$ cat config.mk
export PLATFORM = sky130hd
export DESIGN_NAME = free_running_counter_core
export DESIGN_NICKNAME = d
export VERILOG_FILES = /design/src/logic/frc_pkg.sv /design/src/logic/frc_tick_if.sv /design/src/logic/frc_tick_gen.sv /design/src/logic/free_running_counter_core.sv
export SDC_FILE = /design/constraint.sdc
export NUM_CORES = 1
export LEC_CHECK = 0
export BUFFER_PORTS_ARGS = -buffer_cell sky130_fd_sc_hd__buf_2
export CAP_MARGIN = 20
export CORE_ASPECT_RATIO = 0.5
export CORE_MARGIN = 2
export CORE_UTILIZATION = 54
export DETAILED_ROUTE_END_ITERATION = 10
export PLACE_DENSITY_LB_ADDON = 0.15
export SLEW_MARGIN = 20
export SYNTH_ARGS = -nofsm -noshare
export SYNTH_HDL_FRONTEND = slang
export SYNTH_SLANG_ARGS = --single-unit
$ cat constraint.sdc
create_clock -name sys_clk_i -period 1.86 [get_ports sys_clk_i]
set_input_delay 0.372 -clock sys_clk_i [delete_from_list [all_inputs] [get_ports sys_clk_i]]
set_output_delay 0.372 -clock sys_clk_i [all_outputs]
set_load 0.01 [all_outputs]
$ cat src/logic/frc_pkg.sv
// constants and types shared by the free-running counter core
package frc_pkg;
  localparam int          COUNT_W        = 16;
  localparam logic [15:0] COUNT_RST      = 16'hFFFC;  // count after reset
  localparam logic [15:0] COUNT_MAX      = 16'hFFFF;
  // clock_select field encodings
  localparam logic [1:0]  CLK_SEL_DIV4   = 2'h0;
  localparam logic [1:0]  CLK_SEL_DIV2   = 2'h1;
  localparam logic [1:0]  CLK_SEL_DIV8   = 2'h2;
  localparam logic [1:0]  CLK_SEL_EXT    = 2'h3;
  // prescaler divide ratios, minus one
  localparam logic [2:0]  PRESC2_LAST    = 3'h1;
  localparam logic [2:0]  PRESC4_LAST    = 3'h3;
  localparam logic [2:0]  PRESC8_LAST    = 3'h7;
  // least cpu-clock spacing between external active edges
  localparam int          EXT_MIN_GAP    = 4;
  // two-byte read sequence states
  typedef enum logic [1:0] {
    RD_IDLE = 2'b01,
    RD_HELD = 2'b10
  } read_state_type;
endpackage : frc_pkg

$ cat src/logic/frc_tick_if.sv
// interface carrying the count tick between the tick source and the core
`timescale 1ns/1ps
interface frc_tick_if;
  logic tick;
  modport source (output tick);
  modport sink   (input  tick);
endinterface : frc_tick_if

$ cat src/logic/frc_tick_gen.sv
// tick generator: prescaler or synchronised external clock edge detector
`timescale 1ns/1ps
module frc_tick_gen
  import frc_pkg::*;
(
  input  wire logic       sys_clk_i,
  input  wire logic       rst_i,
  input  wire logic       run_i,
  input  wire logic [1:0] clock_select_i,
  input  wire logic       ext_clock_edge_select_i,
  input  wire logic       ext_count_clock_pin_i,
  frc_tick_if.source      tk
);
  logic [2:0] presc_r;
  logic [2:0] presc_last;
  logic       sync1_r;
  logic       sync2_r;
  logic       prev_r;
  logic       tick_r;
  logic       ext_mode;
  logic       presc_wrap;
  logic       ext_edge;

  // prescale ratio selection [RQ14]
  assign presc_last = (clock_select_i == CLK_SEL_DIV2) ? PRESC2_LAST :
                      (clock_select_i == CLK_SEL_DIV8) ? PRESC8_LAST : PRESC4_LAST;
  assign ext_mode   = (clock_select_i == CLK_SEL_EXT);             // [RQ10]
  assign presc_wrap = (presc_r >= presc_last);
  // rising when select is one, falling when zero [RQ11]
  assign ext_edge   = ext_clock_edge_select_i ? (sync2_r & ~prev_r) : (~sync2_r & prev_r);

  // two-stage synchroniser, edge history reads only the second stage [RQ15]
  always_ff @(posedge sys_clk_i or posedge rst_i) begin
    if (rst_i) begin
      sync1_r <= 1'b0;
      sync2_r <= 1'b0;
      prev_r  <= 1'b0;
    end else begin
      sync1_r <= ext_count_clock_pin_i;
      sync2_r <= sync1_r;
      prev_r  <= sync2_r;
    end
  end

  // prescaler holds while halted so a wake resumes mid-period
  always_ff @(posedge sys_clk_i or posedge rst_i) begin
    if (rst_i) begin
      presc_r <= 3'h0;
    end else if (run_i) begin
      presc_r <= presc_wrap ? 3'h0 : presc_r + 3'h1;               // [RQ14]
    end
  end

  // one tick per period or per active edge, registered on the cpu clock [RQ12]
  always_ff @(posedge sys_clk_i or posedge rst_i) begin
    if (rst_i) begin
      tick_r <= 1'b0;
    end else begin
      tick_r <= run_i & (ext_mode ? ext_edge : presc_wrap);        // [RQ15] [RQ16]
    end
  end

  assign tk.tick = tick_r;
endmodule : frc_tick_gen

$ cat src/logic/free_running_counter_core.sv
// free-running 16-bit counter core with buffered two-byte read and overflow flag
// Overview of operation
// RQ1 - high byte read first captures low byte
// RQ2 - held low byte frozen until sequence ends
// RQ3 - lone low byte read returns live count
// RQ4 - wrap to zero sets overflow flag
// RQ5 - interrupt only if enabled and unmasked
// RQ6 - flag cleared by status read then low access
// RQ7 - alternate low byte access never clears flag
// RQ8 - counter keeps running in wait mode
// RQ9 - halt freezes count, reset restarts it
// RQ10 - both select bits one picks external clock
// RQ11 - edge select picks rising or falling edge
// RQ12 - all updates synchronous to cpu clock
// RQ13 - external edges at least four cpu clocks apart
// RQ14 - internal clock divided by 2, 4 or 8
// RQ15 - external pin synchronised, one count per edge
// RQ16 - one count per tick, wraps modulo 65536
`timescale 1ns/1ps
module free_running_counter_core
  import frc_pkg::*;
(
  input  wire logic       sys_clk_i,
  input  wire logic       rst_i,
  input  wire logic       halt_i,
  input  wire logic       wait_i,
  input  wire logic [1:0] clock_select_i,
  input  wire logic       ext_clock_edge_select_i,
  input  wire logic       overflow_irq_enable_i,
  input  wire logic       irq_mask_i,
  input  wire logic       ext_count_clock_pin_i,
  input  wire logic       rd_high_i,
  input  wire logic       rd_low_i,
  input  wire logic       rd_alt_high_i,
  input  wire logic       rd_alt_low_i,
  input  wire logic       acc_low_i,
  input  wire logic       rd_status_i,
  output logic [7:0]      rd_data_o,
  output logic            overflow_flag_o,
  output logic            irq_o,
  output logic [15:0]     count_o
);
  frc_tick_if tk ();

  logic [COUNT_W-1:0] count_r;
  logic [COUNT_W-1:0] count_nxt;
  logic [7:0]     held_low_r;
  logic [7:0]     rd_data_r;
  logic [7:0]     rd_data_nxt;
  logic           flag_r;
  logic           flag_nxt;
  logic           armed_r;
  logic           irq_r;
  read_state_type rd_state_r;
  read_state_type rd_state_nxt;
  logic           run;
  logic           wrap;
  logic           any_high;
  logic           any_low;
  logic           clr_done;

  // wait mode does not gate the count, only halt does [RQ8] [RQ9]
  assign run = ~halt_i;

  frc_tick_gen u_tick (
    .sys_clk_i               (sys_clk_i),
    .rst_i                   (rst_i),
    .run_i                   (run),
    .clock_select_i          (clock_select_i),
    .ext_clock_edge_select_i (ext_clock_edge_select_i),
    .ext_count_clock_pin_i   (ext_count_clock_pin_i),
    .tk                      (tk.source)
  );

  // count advance and wrap detection [RQ16]
  assign count_nxt = tk.tick ? count_r + 16'h0001 : count_r;
  assign wrap      = tk.tick & (count_r == COUNT_MAX);              // [RQ4]

  // read strobes of both counter views
  assign any_high  = rd_high_i | rd_alt_high_i;
  assign any_low   = rd_low_i | rd_alt_low_i;

  // only the main low byte finishes the clear; alternate view excluded [RQ6] [RQ7]
  assign clr_done  = armed_r & acc_low_i;
  // a wrap in the clearing cycle wins over the clear
  assign flag_nxt  = wrap | (flag_r & ~clr_done);                   // [RQ4] [RQ6]

  // read sequencer: high read captures, low read completes [RQ1] [RQ2]
  always_comb begin
    rd_state_nxt = rd_state_r;
    if (any_high) begin
      rd_state_nxt = RD_HELD;
    end else if (any_low) begin
      rd_state_nxt = RD_IDLE;
    end
  end

  // read data mux: held byte inside a sequence, live byte otherwise [RQ3]
  always_comb begin
    rd_data_nxt = rd_data_r;
    if (any_high) begin
      rd_data_nxt = count_r[15:8];
    end else if (any_low) begin
      rd_data_nxt = (rd_state_r == RD_HELD) ? held_low_r : count_r[7:0];
    end else if (rd_status_i) begin
      rd_data_nxt = {7'h00, flag_r};
    end
  end

  // counter and flags; reset restarts the count from its reset value [RQ9] [RQ12]
  always_ff @(posedge sys_clk_i or posedge rst_i) begin
    if (rst_i) begin
      count_r <= COUNT_RST;
      flag_r  <= 1'b0;
    end else begin
      count_r <= count_nxt;
      flag_r  <= flag_nxt;
    end
  end

  // status read while flag set arms the second clear step [RQ6]
  always_ff @(posedge sys_clk_i or posedge rst_i) begin
    if (rst_i) begin
      armed_r <= 1'b0;
    end else if (clr_done | wrap) begin
      armed_r <= 1'b0;
    end else if (rd_status_i & flag_r) begin
      armed_r <= 1'b1;
    end
  end

  // capture only on the first high read; repeated high reads keep it [RQ1] [RQ2]
  always_ff @(posedge sys_clk_i or posedge rst_i) begin
    if (rst_i) begin
      held_low_r <= 8'h00;
    end else if (any_high & (rd_state_r == RD_IDLE)) begin
      held_low_r <= count_r[7:0];
    end
  end

  // read path registers
  always_ff @(posedge sys_clk_i or posedge rst_i) begin
    if (rst_i) begin
      rd_state_r <= RD_IDLE;
      rd_data_r  <= 8'h00;
    end else begin
      rd_state_r <= rd_state_nxt;
      rd_data_r  <= rd_data_nxt;
    end
  end

  // pending request is shown only while enabled and unmasked [RQ5]
  always_ff @(posedge sys_clk_i or posedge rst_i) begin
    if (rst_i) begin
      irq_r <= 1'b0;
    end else begin
      irq_r <= flag_nxt & overflow_irq_enable_i & ~irq_mask_i;
    end
  end

  assign rd_data_o       = rd_data_r;
  assign overflow_flag_o = flag_r;
  assign irq_o           = irq_r;
  assign count_o         = count_r;
endmodule : free_running_counter_core

==> metrics.txt <==
RSZ-0062 raised after global routing=false; DR vias/cell=5.221; Final ANT Viol Nets=0; Worst Path Arrival=1.91 ns; post-synth top area share=0.3578; synthesis-stage register bit count=44; Rows=15; Post-CTS Setup Inserts=0; CTS root buffer=clkbuf_8; most frequent cells in the layout=buf_2, dfrtp_1, nand2_1, dfstp_2; critical path class=reg2reg; Remaining DRCs=0; post-cts hold buffer count=0; Net Sw Frac=0.3021; Syn. warnings=0; measured slew at the worst slew-check pin=0.5496 ns; vias in the first global route=1361; total core area=3510 um2; Routed wire per std cell=13.54 um; number of antenna violations at the first check in global routing=0; Final Skew=0.01021 ns; worst min-delay path class=in2reg; Fin. Hold Viols=0; layout cells sized above 1=0.3756; P_int=1.667 mW; WL final=3683 um; # port buffers=40; CP required=2.08 ns; syn_nets=190; Cells after Synth=170; Die H=47.34 um; Syn Std Cell Area=2028 um2; top post-synthesis cells by area=dfrtp_1, dfstp_2, mux2_2; Reg clk slew, reported paths=0.07 ns; final non-filler cell total=272; final setup violation count=0; post-synthesis average cell area=11.93 um2; Peak Freq=0.5924 GHz; clock power share=0.240; Synth area leader=dfrtp_1; Period minus WS final=1.688 ns; antenna cells=0; Worst setup EP type=flip-flop; NetSw=0.7217 mW; pwr dens=991.8 nW/um2; CTS tree=built; placer congestion estimate=0.7411; Pleak=1.135 nW; dpl cell area=2327 um2; post-route cell area=2409 um2; IO Count=42; Initial Utilization=0.5779; Vias=1420; library cells used by synthesis=37; Max clock buf depth=2; gr ovfl total=0; Worst-Skew Late Latency=0.30 ns; cts repair resizes=0; worst vdd ir=0.0008365 V; CTS Buf Count=5; H-tree depth=2; Global Route Usage Sum=0.1932; outcome=completed; first-pass GRT wire length=6147 um; Worst setup SP type=flip-flop; initial DRC count=50; setup_tns=0 ns; maximum fanout along the worst path=6; total power=2.389 mW; post-layout util=0.6863; DR pass1 iterations=4; leading cell type in the layout, fill and taps excluded=buf_2; crit share post-route=0.9076; max cap viols=0; Slew headroom=0.6336; sequential share of the synthesized area=0.5521; Final Max Tran Viols=0; Die Wd=90.67 um; Final nets=240; hpwl dp=2676 um; sequential power share=0.546; Sink Count=44; Placed Cells=264; combinational cell fraction of total power=0.214; P&R area growth vs syn=18.75%; Die Footprint=4292 um2; largest net degree at the start of global routing=45
[state kept, by name (all words and copies together), names as in the netlist]
register and count:
armed_r 1, count_o 16, held_low_r 8, irq_o 1
overflow_flag_o 1, rd_data_o 8, rd_state_r 2, u_tick.presc_r 3
u_tick.prev_r 1, u_tick.sync1_r 1, u_tick.sync2_r 1, u_tick.tk.tick 1
[worst paths after layout]
| path | depth (start not counted) | start | slack [ns] | to |
|---|---|---|---|---|
| min in group asynchronous | 3 | rst_i | 0.19 | u_tick.presc_r[0] |
| setup reg to reg | 4 | count_o[2] | 0.17 | count_o[11] |
| setup / recovery | 4 | count_o[2] | 0.17 | count_o[11] |
| hold / removal | 1 | ext_count_clock_pin_i | 0.18 | u_tick.sync1_r |
| hold reg to reg | 0 | u_tick.sync1_r | 0.35 | u_tick.sync2_r |
| max in group asynchronous | 3 | rst_i | 1.27 | count_o[14] |
[layer usage]
metal | GRT usage | share of wire | vias to the layer above
li1 | - | - | 697
met1 | 0.2391 | 0.49 | 690
met2 | 0.3224 | 0.45 | 28
met3 | 0.06902 | 0.054 | 5
met4 | 0.08308 | 0.010 | 0
met5 | 0 | 0 | -
[through the flow]
stage                     setup slack (ns)  hold slack (ns)
after CTS                           0.1720           0.1683
after global placement              0.2193           0.3349
after floorplan                     0.2372           0.3312
after global routing               0.06896           0.1666
after detailed placement            0.1937           0.3365
final                               0.1719           0.1784
[kinds of logic after synthesis]
group	Yosys count	share of synthesized area
AO/OA/AOI/OAI	27	0.09438
XOR/XNOR	15	0.06477
adder cells (fa/ha/maj)	4	0.02468
buffers and inverters	7	0.01419
flip-flops	44	0.5521
multiplexers	18	0.09501
AND/OR/NAND/NOR	55	0.1548
[power groups by stage]
stage	clock network [mW]	registers, mW	logic [mW]
floorplan	0	1.31	0.340
global placement	0	1.31	0.500
detailed placement	0	1.32	0.519
CTS	0.596	1.31	0.522
global route	0.623	1.33	0.585
finish	0.574	1.31	0.510
[synth_stat cells]
cell type / instances
a21o_1: 2
a21oi_1: 3
a311oi_1: 1
and2_1: 1
and3_1: 1
and4_1: 1
buf_2: 1
clkbuf_1: 2
clkbuf_2: 1
dfrtp_1: 29
dfstp_2: 15
ha_1: 4
inv_1: 3
mux2_2: 10
mux2i_1: 8
nand2_1: 15
nand2b_1: 4
nand3_1: 4
nand3b_1: 7
nand4_1: 4
nand4_2: 1
nor2_1: 8
nor2b_1: 3
nor3_1: 1
nor3_2: 1
nor3b_1: 1
nor3b_2: 1
o211ai_1: 8
o21a_1: 7
o21ai_0: 3
o21bai_1: 1
o2bb2ai_1: 1
o31a_1: 1
or2_2: 1
or4_4: 1
xnor2_1: 10
xor2_1: 5
[layout make-up]
class / instances / area, um2
fill: 293 / 1101
timing repair buffer: 47 / 252.7
inverter: 3 / 11.26
multi-input combinational: 119 / 879.6
tap: 51 / 63.81
sequential: 44 / 1120
clock inverter: 1 / 5.005
clock buffer: 7 / 76.32
[worst max-delay path, stage by stage, from the launching register on]
cell	delay, ns
dfstp_2	0.59
nand4_2	0.14
or4_4	0.56
nor2_1	0.14
xor2_1	0.18
Power figures use the tool's default switching activity.
